### src/hw/dgi_pkg.sv
package dgi_pkg;
  localparam logic [7:0] ADDR_GP_IN = 8'h05;
  localparam logic [7:0] ADDR_GP_OUT = 8'h06;
  localparam logic [7:0] ADDR_IDLE_LO = 8'h0D;
  localparam logic [7:0] ADDR_IDLE_HI = 8'h0E;
  localparam logic [7:0] ADDR_IDENT = 8'h1D;
  localparam logic [7:0] RST_IDLE_LO = 8'h83;
  localparam logic [1:0] RST_IDLE_HI = 2'h2;
  localparam logic [2:0] RST_GP_OUT = 3'h0;
  localparam logic [1:0] MODE_ASI = 2'h3;
  localparam logic [1:0] VARIANT_CODE = 2'h1;
  localparam int GPIO_COUNT = 3;
  localparam int IDENT_LOOP_BIT = 5;
  localparam int IDENT_MODE_LSB = 3;
  localparam logic [9:0] VALID_NONE = 10'h000;
  typedef enum logic [1:0] {DGI_STD_type_unused, DGI_ASI_type_unused} dgi_dummy_type;
  typedef enum {DGI_STREAM_VIDEO, DGI_STREAM_ASI} dgi_stream_type;
endpackage : dgi_pkg

### src/hw/dgi_gpio_if.sv
`timescale 1ns/1ps
interface dgi_gpio_if;
  logic [2:0] pin_raw;
  logic [2:0] pin_sync;
  modport owner (output pin_raw, input pin_sync);
  modport sync (input pin_raw, output pin_sync);
endinterface : dgi_gpio_if

### src/hw/dgi_sync.sv
`timescale 1ns/1ps
module dgi_sync (
  input wire logic clk,
  input wire logic rst_n,
  dgi_gpio_if.sync gp
);
  logic [dgi_pkg::GPIO_COUNT-1:0] stage1;
  logic [dgi_pkg::GPIO_COUNT-1:0] stage2;
  genvar i;
  generate
    for (i = 0; i < dgi_pkg::GPIO_COUNT; i++) begin : g_bit
      always_ff @(posedge clk) begin
        if (!rst_n) begin
          stage1[i] <= 1'b0;
          stage2[i] <= 1'b0;
        end else begin
          stage1[i] <= gp.pin_raw[i];
          stage2[i] <= stage1[i];
        end
      end
    end
  endgenerate
  assign gp.pin_sync = stage2;
endmodule : dgi_sync

### src/hw/dgi_regs.sv
// What this block does
// Input register returns synchronised GPIO pin levels.
// Output register drives GPIO outputs, reads back.
// ASI mode inserts programmable idle character.
// Idle high register stores only two bits.
// Identity register returns read-only variant code.
// Identity bit five shows loop-through enable.
// Stream mode code 11 alone selects ASI.
// Reserved bits and addresses read zero.
`timescale 1ns/1ps
module dgi_regs (
  input wire logic clk,
  input wire logic rst_n,
  input wire logic [7:0] reg_addr,
  input wire logic reg_wr,
  input wire logic [7:0] reg_wdata,
  output logic [7:0] reg_rdata,
  input wire logic [2:0] gpio_in,
  output logic [2:0] general_output_select,
  input wire logic loop_en_pin,
  input wire logic [1:0] stream_mode,
  input wire logic [9:0] data_in,
  input wire logic data_valid,
  output logic [9:0] data_out,
  output logic asi_active,
  output logic loop_en
);
  dgi_gpio_if gp ();
  logic [7:0] idle_lo;
  logic [1:0] idle_hi;
  logic loop_s1;
  logic loop_s2;
  logic [1:0] mode_s1;
  logic [1:0] mode_s2;
  logic [7:0] next_rdata;
  logic [9:0] next_data_out;
  logic [9:0] idle_char;
  logic is_asi;
  logic wr_gp_out;
  logic wr_idle_lo;
  logic wr_idle_hi;

  assign gp.pin_raw = gpio_in;
  dgi_sync u_sync (
    .clk(clk),
    .rst_n(rst_n),
    .gp(gp)
  );

  assign wr_gp_out = reg_wr && (reg_addr == dgi_pkg::ADDR_GP_OUT);
  assign wr_idle_lo = reg_wr && (reg_addr == dgi_pkg::ADDR_IDLE_LO);
  assign wr_idle_hi = reg_wr && (reg_addr == dgi_pkg::ADDR_IDLE_HI);
  assign idle_char = {idle_hi, idle_lo};
  assign is_asi = (mode_s2 == dgi_pkg::MODE_ASI);

  // Read multiplexer; unmapped addresses return zero.
  always_comb begin
    next_rdata = 8'h00;
    case (reg_addr)
      dgi_pkg::ADDR_GP_IN: next_rdata = {5'h00, gp.pin_sync};
      dgi_pkg::ADDR_GP_OUT: next_rdata = {5'h00, general_output_select};
      dgi_pkg::ADDR_IDLE_LO: next_rdata = idle_lo;
      dgi_pkg::ADDR_IDLE_HI: next_rdata = {6'h00, idle_hi};
      dgi_pkg::ADDR_IDENT: next_rdata = {2'h0, loop_s2, mode_s2, 1'b0,
        dgi_pkg::VARIANT_CODE}; // see R5
      default: next_rdata = 8'h00;
    endcase
  end

  // In ASI mode, idle character replaces the stream when no valid data is present.
  always_comb begin
    next_data_out = data_in;
    if (is_asi && !data_valid) begin
      next_data_out = idle_char;
    end
  end

  always_ff @(posedge clk) begin
    if (!rst_n) begin
      general_output_select <= dgi_pkg::RST_GP_OUT;
      idle_lo <= dgi_pkg::RST_IDLE_LO;
      idle_hi <= dgi_pkg::RST_IDLE_HI;
    end else begin
      if (wr_gp_out) begin
        general_output_select <= reg_wdata[2:0];
      end
      if (wr_idle_lo) begin
        idle_lo <= reg_wdata;
      end
      if (wr_idle_hi) begin
        idle_hi <= reg_wdata[1:0];
      end
    end
  end

  // Pin levels pass two flip-flops before use.
  always_ff @(posedge clk) begin
    if (!rst_n) begin
      loop_s1 <= 1'b0;
      loop_s2 <= 1'b0;
      mode_s1 <= 2'h0;
      mode_s2 <= 2'h0;
    end else begin
      loop_s1 <= loop_en_pin;
      loop_s2 <= loop_s1;
      mode_s1 <= stream_mode;
      mode_s2 <= mode_s1;
    end
  end

  always_ff @(posedge clk) begin
    if (!rst_n) begin
      reg_rdata <= 8'h00;
      data_out <= dgi_pkg::VALID_NONE;
      asi_active <= 1'b0;
      loop_en <= 1'b0;
    end else begin
      reg_rdata <= next_rdata;
      data_out <= next_data_out;
      asi_active <= is_asi;
      loop_en <= loop_s2;
    end
  end
endmodule : dgi_regs

### config.mk
export PLATFORM = sky130hd
export DESIGN_NAME = dgi_regs
export DESIGN_NICKNAME = d
export VERILOG_FILES = /design/src/hw/dgi_pkg.sv /design/src/hw/dgi_gpio_if.sv /design/src/hw/dgi_sync.sv /design/src/hw/dgi_regs.sv
export SDC_FILE = /design/constraint.sdc
export NUM_CORES = 1
export LEC_CHECK = 0
export BUFFER_PORTS_ARGS = -buffer_cell sky130_fd_sc_hd__buf_4
export CAP_MARGIN = 0
export CORE_ASPECT_RATIO = 1.4
export CORE_UTILIZATION = 28
export DETAILED_ROUTE_END_ITERATION = 16
export PLACE_DENSITY = 0.47
export SYNTH_ARGS = -nofsm -noshare
export SYNTH_HDL_FRONTEND = slang
export SYNTH_SLANG_ARGS = --single-unit
### constraint.sdc
create_clock -name clk -period 1.8 [get_ports clk]
set_clock_uncertainty 0.15 [all_clocks]
set_input_delay 0.36 -clock clk [delete_from_list [all_inputs] [get_ports clk]]
set_output_delay 0.36 -clock clk [all_outputs]
set_load 0.05 [all_outputs]
======== Yosys cells after proc, flatten, opt, wreduce, memory -nomap -nowiden ========
Index checks and enable logic that the tools add are counted.
storage, ports and cells
  bits in registers ....................... 45
  bits of input ports ..................... 36
  logic and storage cells ................. 30
operators by class
  equality and inequality tests ........... 6
  muxes and demuxes ....................... 2
  reduce and logical (&&, ||, !) cells .... 5
operator list
  kind                number
  $pmux 8 s5          1
  $eq 8x3->1 const B  2
  $eq 8x4->1 const B  2
  $mux 10             1
  $eq 8x5->1 const B  1
  $logic_and 1x1->1   4
  $eq 2x2->1 const B  1
  $logic_not 1->1     1

======== Logic depth before layout (Yosys ltp) ========
Gate-level depths: netlist of run 1.
  word-level depth ........................ 3
  mapped depth ............................ 4
  depth with buffers taken out ............ 3

======== Cells and area by module ========
Synthesis of run 1 repeated with hierarchy kept, for this count alone.
unflattened totals
  cells, all modules ...................... 184
  area, all modules ....................... 1,651.6 µm²
modules (own cells, without submodules)
  module    times used  cells an instance  area an instance (µm²)
  dgi_regs  1           172                1,493.9
  dgi_sync  1           12                 157.7

======== Least setup slack after synthesis of run 1 ========
OpenSTA, ideal clock, no wires.
  kind .................................... input-to-reg
  start point ............................. input reg_addr[5]
  end point ............................... register idle_lo[2]
  library setup time ...................... 0.072 ns
  data arrival time ....................... 1.203 ns
  setup slack ............................. 0.375 ns
  cell stages on the path ................. 4
  buffers on the path ..................... 1
  path through ............................ nor4b_4 -> and4_1 -> buf_6 -> mux2i_1
on the way
  longest elaborated chain between the ends .. 2
ends and longest elaborated chain
  element               RTL line        text
  from (decl)           dgi_regs.sv:14  input wire logic [7:0] reg_addr,
  $eq 8x4->1            dgi_regs.sv:51  assign wr_idle_lo = reg_wr && (reg_addr == dgi_pkg::ADDR_IDLE_LO);
  $logic_and 1x1->1     dgi_regs.sv:51
  to (signal assigned)  dgi_regs.sv:81  idle_lo <= dgi_pkg::RST_IDLE_LO;
  to (signal assigned)  dgi_regs.sv:88  idle_lo <= reg_wdata;
  to (decl)             dgi_regs.sv:29  logic [7:0] idle_lo;
No other way between the ends.
A chain may end at the register's enable or synchronous reset.

======== Worst setup path in the final report of run 1 ========
  start point ............................. input reg_addr[5]
  end point ............................... register idle_lo[0]
Same word-level chain as after synthesis.

==> metrics.md, run 1 <==
| Metric | Value |
|---|---|
| Outcome | complete, no violations |
| CTS clk-pin slew, worst paths | roughly 90 ps |
| Sinks on Clock Net | 45 |
| Power Total | between 1.5 and 2 mW |
| Final wirelength | 3.67 mm |
| Slowest CP cell | nor4b_4 |
| Post-route setup slack | 399 ps |
| CTS tree | done |
| Initial detailed-routing violation count | 44 |
| Biggest area consumer among synthesized cells | dfxtp_1 |
| Longest Clk Path Bufs | 2 |
| Final ANT Viol Nets | 0 |
| DR WL/cell | about 13 µm |
| #FFs+latches synth | 45 |
| Worst Path Buf+Inv | 2 |
| Largest net degree at the start of global routing | 30 |
| Post-Layout Inst Area | approximately 0.0023 mm² |
| Initial antenna violation count | 0 |
| Pre-CTS setup slack | between 90 and 100 ps |
| N_diodes | 0 |
| Yosys warns | 0 |
| Port Buffers | 58 |
| GRT overflow | 0 |
| Nets | approximately 260 |
| Reg2reg end | reg_rdata[0]$_SDFF_PN0_ |
| Hold worst-path end | mode_s1[1]$_SDFF_PN0_ |
| Top area cells in the synthesized netlist | dfxtp_1 52%, mux2i_1 16%, nor2b_1 6.5% |
| Final period util | 0.778 |
| Vias in the first global route | ~1300 |
| Initial Utilization | 0.292 |
| Fraction of layout cells with a size suffix above 1 | 0.332 |
| DRC violations left | 0 |
| Worst path top cell family by delay | simple AND/OR/NAND/NOR gates |
| RSZ-0062 raised after global routing | false |
| PwrDens | between 800 and 900 mW/mm² |
| Htree depth | 2 |
| Top cell type's share of synthesized area | 0.522 |
| Number of buffers created by CTS | 5 |
| Relative slew slack | 0.775 |
| Die W | just under 70 µm |
| Final Hold Slack | around 120 ps |
| Worst-margin pin slew | 336 ps |
| Hold Path Origin | stream_mode[1] |
| Placed inst area | about 0.0022 mm² |
| Setup TNS | 0 ps |
| Fin util | 0.395 |
| R2r worst-path depth | 3 |
| Die Y | about 95 µm |
| Worst hold path class | input pin to register |
| Vias post-DR | around 1300 |
| Clk root buf | clkbuf_8 |
| Core footprint | just under 0.006 mm² |
| Syn Nets | around 200 |
| Synth cell types | 27 |
| Non-Filler Instances | a little under 300 |
| CP required | between 1500 and 2000 ps |
| Area growth syn-to-layout | 35.3% |
| # rows | 33 |
| 1st-pass router iterations | 4 |
| Maximum capacitance violations | 0 |
| Hpwl dp | approximately 2.8 mm |
| Hold Path Stages | 2 |
| Peak Freq | between 700 and 800 MHz |
| Slowest stage delay, CP | 380 ps |
| Critical path type | input pin to register |
| Crit path capture type | register |
| Post-cts resize count | 0 |
| Worst-path cell chain | buf_4, nor4b_4, and4_1, buf_12, mux2i_1 |
| Post-layout minimum cycle time | roughly 1400 ps |
| Final setup vio count | 0 |
| Leak pwr | 1.05 nW |
| Mapped cell area | about 0.0017 mm² |
| Post-CTS setup buffer count | 0 |
| R2R Setup Slk | 510 ps |
| Crit Path Max Fanout | 8 |
| Drt via density | between 4 and 5 |
| R2R Path Start | idle_hi[0]$_SDFFE_PN0P_ |
| Maximum vdd ir drop | between 0.3 and 0.4 mV |
| CP Launch Type | input pin |
| Register area share after synthesis | 0.522 |
| # fillers | 594 |
| Max-slew violations | 0 |
| Worst skew pair latency | ~290 ps |
| Cells after DPL | ~280 |
| Placer Congestion | ~0.77 |
| Number of top-level pins | 59 |
| Total track usage | 0.122 |
| CTS Hold Bufs | 0 |
| First-pass GRT wire length | 5.83 mm |
| CP arrival | roughly 1500 ps |
| Cell count after synthesis | 160 |
| Final hold violations | 0 |
| Die ar. | between 0.006 and 0.007 mm² |
| Avg Inst Size Synth | between 10 and 15 µm² |
synthesized netlist by cell type:
cell type,instances
dfxtp_1,45
and4_1,1
buf_2,3
nand4_1,1
and3b_1,2
buf_1,1
nand2b_1,2
a22oi_1,1
clkbuf_1,4
nor2_1,3
buf_6,1
and4bb_1,1
mux2i_1,27
nor2b_1,18
nor4bb_1,1
and2_1,13
nor4b_4,1
o21ai_0,1
a2bb2oi_1,2
nor3_1,2
and2b_1,1
nand2_1,17
mux2_2,3
a311oi_1,1
and3_1,2
nand3b_1,3
nor3b_1,3
where the power goes:
part	switching, mW	leakage, nW	internal, mW
Combinational	0.110	0.628	0.106
Clock	0.347	0.0512	0.312
Sequential	0.00678	0.368	1.02
how the worst max path moves through the flow:
stage | slack (ps) | cells past startpoint | endpoint | start
6_report | 400 | 5 | idle_lo[0]$_SDFFE_PN1P_ | reg_addr[5]
5_1_grt | 330 | 5 | idle_lo[0]$_SDFFE_PN1P_ | reg_addr[5]
4_1_cts | 370 | 1 | general_output_select[0] | general_output_select[0]$_SDFFE_PN0P_
3_5_place_dp | 90 | 5 | idle_lo[2]$_SDFFE_PN0P_ | reg_addr[5]
3_3_place_gp | 130 | 5 | idle_lo[1]$_SDFFE_PN1P_ | reg_addr[5]
2_1_floorplan | 380 | 4 | idle_lo[2]$_SDFFE_PN0P_ | reg_addr[5]
worst register-to-register path: stages, from the launching register on:
cell and delay [ps]:
dfxtp_1 360, nor4bb_1 310, o21ai_0 120, a311oi_1 260
flip-flops by register name, summed over array words and instances, names as in the netlist:
signal,cells
loop_en,1
mode_s2,2
mode_s1,2
idle_hi,2
idle_lo,8
u_sync.stage1,3
general_output_select,3
loop_s1,1
loop_s2,1
data_out,10
u_sync.gp.pin_sync,3
asi_active,1
reg_rdata,8
placed cells by master, fill, tap and decap left out, types with 6 or more instances in the layout:
| master | instances |
|---|---|
| and2_1 | 13 |
| buf_4 | 60 |
| clkbuf_8 | 6 |
| dfxtp_1 | 45 |
| mux2i_1 | 27 |
| nand2_1 | 17 |
| nor2b_1 | 18 |
per-layer routing:
layer	track usage	wire, µm	part of all wire
met3	0.0338	151	0.041
met5	0	0	0
met1	0.144	1590	0.43
met2	0.201	1910	0.52
met4	0.0521	24	0.0065
cell families after synthesis:
family                 share of synthesized area
multiplexers                               0.176
buffers and inverters                     0.0261
AO/OA/AOI/OAI                             0.0225
flip-flops                                 0.522
AND/OR/NAND/NOR                            0.253
cell type report:
type	instances	area (µm²)	share of cell area
clock buffer	6	82.6	0.0354
clock inverter	2	13.8	0.00590
multi-input combinational	106	778	0.334
sequential	45	901	0.386
tap	70	87.6	0.0375
timing repair buffer	61	470	0.202
(Power assumes the default switching activity.)
==> run 2, diff against run 1 <==
==> constraint.sdc (replaced) <==
create_clock -name clk -period 1.35 [get_ports clk]
set_clock_uncertainty 0.15 [all_clocks]
set_input_delay 0.27 -clock clk [delete_from_list [all_inputs] [get_ports clk]]
set_output_delay 0.27 -clock clk [all_outputs]
set_load 0.05 [all_outputs]
==> run 2 against run 1 <==
  * Sequential share of layout area is 1.5 points lower
  * Non-clock buffer count is 9 higher
  * Power is 35% higher
  * Die area stayed put
  * First-iteration DRC count is 25% lower
  * Critical endpoint is now general_output_select[1]
  * Highest routed layer unchanged
==> metrics.md, run 2 (synthesis results as in run 1) <==
| Metric | Value |
|---|---|
| Outcome | complete, no violations |
| Initial detailed-routing violation count | 33 (-25%) |
| Maximum capacitance violations | 0 (unchanged) |
| Worst skew pair latency | 300 ps (about the same) |
| Fraction of layout cells with a size suffix above 1 | 0.362 (+0.0306) |
| Number of top-level pins | 59 (unchanged) |
| CTS tree | done |
| Slowest CP cell | dfxtp_1 |
| Clk root buf | clkbuf_8 |
| Die Y | 94.9 µm (unchanged) |
| Core footprint | 0.00590 mm² (unchanged) |
| Multi-input gate area | 785 µm² (+0.80%) |
| Hold Path Origin | loop_en_pin |
| Initial antenna violation count | 0 (unchanged) |
| Longest Clk Path Bufs | 2 (unchanged) |
| Crit path capture type | output port |
| R2R Setup Slk | 150 ps (-360 ps) |
| # rows | 33 (unchanged) |
| Die W | 68.3 µm (unchanged) |
| Port Buffers | 58 (unchanged) |
| Most frequent cells in the layout | 66 x buf_4, 45 x dfxtp_1, 27 x mux2i_1, 18 x nor2b_1, 17 x nand2_1 |
| PwrDens | 1050 mW/mm² (+29%) |
| Vias in the first global route | 1242 (-2.9%) |
| Placer Congestion | 0.767 (-0.12%) |
| R2R Path Start | idle_hi[0]$_SDFFE_PN0P_ |
| RSZ-0062 raised after global routing | false |
| Final hold violations | 0 (unchanged) |
| CTS clk-pin slew, worst paths | 90 ps (about the same) |
| Peak Freq | 765 MHz |
| Worst hold path class | input pin to register |
| Commonest non-fill, non-tap cell in the layout | buf_4 |
| Final ANT Viol Nets | 0 (unchanged) |
| Max reg flops | 10 (unchanged) |
| First-pass GRT wire length | 6.07 mm (+4.0%) |
| Max-slew violations | 0 (unchanged) |
| Relative slew slack | 0.805 (+0.0300) |
| DRC violations left | 0 (unchanged) |
| Reg area | 901 µm² (unchanged) |
| Number of buffers created by CTS | 5 (unchanged) |
| Critical path startpoint | general_output_select[1]$_SDFFE_PN0P_ |
| Maximum vdd ir drop | 0.478 mV (+31%) |
| Final period util | 0.968 |
| N_diodes | 0 (unchanged) |
| Area growth syn-to-layout | 40.9% |
| # fillers | 617 (+3.9%) |
| Htree depth | 2 (unchanged) |
| Vias post-DR | 1302 (+2.5%) |
| Hpwl dp | 2.95 mm (+6.0%) |
| Nets | 264 (+3.5%) |
| Final wirelength | 3.85 mm (+4.9%) |
| Setup TNS | 0 ps (unchanged) |
| Initial Utilization | 0.292 (unchanged) |
| Total track usage | 0.128 (+0.00625) |
| Crit Path Max Fanout | 3 (-5) |
| Post-layout minimum cycle time | roughly 1300 ps |
| Sinks on Clock Net | 45 (unchanged) |
| Die ar. | 0.00648 mm² (unchanged) |
| Largest net degree at the start of global routing | 21 (-30%) |
| Drt via density | 4.35 (-0.57%) |
| Leak pwr | 1.10 nW (+4.5%) |
| GRT overflow | 0 (unchanged) |
| Critical path type | register to output port |
| Worst-margin pin slew | 292 ps (-44.2 ps) |
| Worst Path Buf+Inv | 1 (-1) |
| Slowest stage delay, CP | 380 ps (about the same) |
| Power Total | 2.56 mW (+35%) |
| CP arrival | 890 ps (-590 ps) |
| CP required | 930 ps (-950 ps) |
| Largest Register | data_out |
| Worst-path cell chain | buf_4 |
| 1st-pass router iterations | 4 (unchanged) |
| DR WL/cell | 12.9 µm (+1.7%) |
| Largest registers | data_out (10), idle_lo (8), reg_rdata (8) |
| Final setup vio count | 0 (unchanged) |
| Worst path top cell family by delay | flip-flops |
| CP Launch Type | register |
==> run 2: cell types whose count changed in the layout (fill, tap and decap cells not counted), sizes merged <==
cell / previous run / this run
clkinv: 2 / 0
inv: 0 / 1
clkinvlp: 0 / 1
buf: 61 / 70
==> run 2: area by class of cell <==
type	instances	share of cell area
Sequential cell	45	0.371
Multi-Input combinational cell	106	0.323
Timing Repair Buffer	70	0.230
Tap cell	70	0.0360
Clock buffer	6	0.0340
Clock inverter	2	0.00669
==> run 2: repair_timing <==
action,4_1_cts,5_1_grt
gates resized for setup,0,3
buffers inserted,0,0
setup endpoints to repair,0,3
hold buffers,0,0
==> run 2: worst paths after layout <==
path	to	cells after the start
hold / removal	loop_s1$_SDFF_PN0_	2
setup / recovery	general_output_select[1]	1
hold reg to reg	mode_s2[0]$_SDFF_PN0_	1
setup reg to reg	reg_rdata[0]$_SDFF_PN0_	3
==> run 2: routing by layer <==
layer  up-vias  wire [µm]  global-route usage
met5         -          0                   0
met4         0         40              0.0417
met3         4        182              0.0350
met2        36       1880               0.209
met1       591       1750               0.159
li1        671          -                   -
==> run 2: metrics by stage <==
stage / instances / setup slack, ps / area (µm²) / utilization / hold WS, ps
2_1_floorplan: 160 / 15.4 / 1720 / - / 247
5_1_grt: 299 / 0.0721 / 2430 / 0.412 / 7.74
6_report: 299 / 43.6 / 2430 / 0.412 / 29.0
3_3_place_gp: 291 / -165 / 2320 / 0.392 / 264
4_1_cts: 299 / 2.13 / 2420 / 0.409 / 19.3
3_5_place_dp: 291 / -222 / 2320 / 0.392 / 267
==> run 2: power breakdown <==
| group | switching (mW) | internal [mW] |
|---|---|---|
| Sequential | 0.00910 | 1.36 |
| Combinational | 0.152 | 0.157 |
| Clock | 0.462 | 0.422 |
==> run 3, diff against run 2 <==
--- a/config.mk
+++ b/config.mk
@@ -10,6 +10,7 @@
 export CORE_ASPECT_RATIO = 1.4
 export CORE_UTILIZATION = 28
 export DETAILED_ROUTE_END_ITERATION = 16
+export MAX_ROUTING_LAYER = met4
 export PLACE_DENSITY = 0.47
 export SYNTH_ARGS = -nofsm -noshare
 export SYNTH_HDL_FRONTEND = slang
==> run 3 against run 2 <==
  * Combinational power is essentially flat
  * Largest power group unchanged
  * Flip-flop and latch count unchanged
  * Critical endpoint unchanged
  * Via count is the same
  * Worst hold slack is essentially flat
  * Non-clock buffer count stayed put
  * Global-route usage up 0.36 points
  * Largest cell class unchanged
  * Wire length barely moved
  * Sequential share of layout area unchanged
  * Die area stayed put
  * Count of clock-buffer cells in the layout unchanged
==> metrics.md, run 3 (synthesis results as in run 1) <==
| Metric | Value |
|---|---|
| Outcome | complete, no violations |
| Final period util | 0.968 (about the same) |
| Fraction of layout cells with a size suffix above 1 | 0.362 (unchanged) |
| Port Buffers | 58 (unchanged) |
| 1st-pass router iterations | 4 (unchanged) |
| Worst hold path class | input pin to register |
| Maximum capacitance violations | 0 (unchanged) |
| Maximum vdd ir drop | 0.478 mV (about the same) |
| Slowest CP cell | dfxtp_1 |
| # fillers | 617 (unchanged) |
| Max reg flops | 10 (unchanged) |
| Die ar. | 0.00648 mm² (unchanged) |
| Clk root buf | clkbuf_8 |
| Critical path type | register to output port |
| Worst-path cell chain | buf_4 |
| Worst-margin pin slew | 292 ps (+0.254 ps) |
| Post-Layout Inst Area | 0.00243 mm² (unchanged) |
| Power Total | 2.56 mW (about the same) |
| Worst Path Buf+Inv | 1 (unchanged) |
| Highest metal layer with signal wires | met4 |
| Number of buffers created by CTS | 5 (unchanged) |
| CTS tree | done |
| Peak Freq | 765 MHz (about the same) |
| Post-CTS setup buffer count | 0 (unchanged) |
| CP arrival | 890 ps (about the same) |
| Htree depth | 2 (unchanged) |
| Slowest stage delay, CP | 380 ps (about the same) |
| Leak pwr | 1.10 nW (unchanged) |
| Final setup vio count | 0 (unchanged) |
| Initial detailed-routing violation count | 33 (unchanged) |
| CP required | 930 ps (about the same) |
| Post-layout minimum cycle time | 1310 ps (+0.00640 ps) |
| Post-cts resize count | 0 (unchanged) |
| Final ANT Viol Nets | 0 (unchanged) |
| Setup TNS | 0 ps (unchanged) |
| Final hold violations | 0 (unchanged) |
| Vias in the first global route | 1242 (unchanged) |
| Die W | 68.3 µm (unchanged) |
| CTS clk-pin slew, worst paths | 90 ps (about the same) |
| Die Y | 94.9 µm (unchanged) |
| # rows | 33 (unchanged) |
| Longest Clk Path Bufs | 2 (unchanged) |
| Number of top-level pins | 59 (unchanged) |
| Worst path top cell family by delay | flip-flops |
| Relative slew slack | 0.805 (about the same) |
| Nets | 264 (unchanged) |
| PwrDens | 1050 mW/mm² (about the same) |
| Area growth syn-to-layout | 40.9% (unchanged) |
| Commonest non-fill, non-tap cell in the layout | buf_4 |
| N_diodes | 0 (unchanged) |
| CTS Hold Bufs | 0 (unchanged) |
| Largest registers | data_out (10), idle_lo (8), reg_rdata (8) |
| Placed inst area | 0.00232 mm² (unchanged) |
| Placer Congestion | 0.777 (+1.3%) |
| Final wirelength | 3.85 mm (about the same) |
| First-pass GRT wire length | 6.07 mm (unchanged) |
| Multi-input gate area | 785 µm² (unchanged) |
| RSZ-0062 raised after global routing | false |
| Initial antenna violation count | 0 (unchanged) |
| Vias post-DR | 1302 (unchanged) |
| Core footprint | 0.00590 mm² (unchanged) |
| Worst skew pair latency | 300 ps (about the same) |
| Met3 Routed Length | 169 µm (-7.1%) |
| Drt via density | 4.35 (unchanged) |
| Crit Path Max Fanout | 3 (unchanged) |
| DR WL/cell | 12.9 µm (about the same) |
| Hpwl dp | 2.95 mm (unchanged) |
| Sinks on Clock Net | 45 (unchanged) |
| Most frequent cells in the layout | 66 x buf_4, 45 x dfxtp_1, 27 x mux2i_1, 18 x nor2b_1, 17 x nand2_1 |
| Reg area | 901 µm² (unchanged) |
| Met1 WL | 1.76 mm (+0.74%) |
| Met2 wire len | 1.88 mm (-0.11%) |
| DRC violations left | 0 (unchanged) |
| Largest net degree at the start of global routing | 21 (unchanged) |
| Crit path capture type | output port |
| GRT overflow | 0 (unchanged) |
| Total track usage | 0.132 (+0.00360) |
| Max-slew violations | 0 (unchanged) |
| CP Launch Type | register |
| Initial Utilization | 0.292 (unchanged) |
| Largest Register | data_out |
==> run 3: cell counts in the layout (fill, tap and decap cells not counted) <==
Identical to the previous run, type by type.
==> run 3: worst paths after layout <==
check	depth (start not counted)	startpoint	slack (ps)	endpoint
setup / recovery	1	general_output_select[1]$_SDFFE_PN0P_	40	general_output_select[1]
hold / removal	2	loop_en_pin	30	loop_s1$_SDFF_PN0_
hold reg to reg	1	mode_s1[0]$_SDFF_PN0_	290	mode_s2[0]$_SDFF_PN0_
setup reg to reg	3	idle_hi[0]$_SDFFE_PN0P_	150	reg_rdata[0]$_SDFF_PN0_
==> run 3: metal layers <==
metal  global-route usage  vias to the layer above
met4               0.0417                        0
met3               0.0326                        4
met1                0.160                      591
li1                     -                      671
met2                0.209                       36
met5                    -                        -
==> run 3: final cells by class <==
cell class	count	area share
flip-flops and latches	45	0.371
multi-input cells	106	0.323
repair buffers	70	0.230
clock inverters	2	0.00669
well taps	70	0.0360
clock buffers	6	0.0340
==> run 3: power breakdown <==
part           internal [mW]  switching (mW)
Clock                  0.422           0.462
Sequential              1.36         0.00911
Combinational          0.157           0.152
==> run 3: per-stage QoR <==
stage	util	instances	hold WS, ps	setup slack, ps
global route	0.412	299	7.74	0.0722
CTS	0.409	299	19.3	2.13
detailed placement	0.392	291	267	-222
floorplan	-	160	247	15.4
finish	0.412	299	29.0	43.6
global placement	0.392	291	264	-165
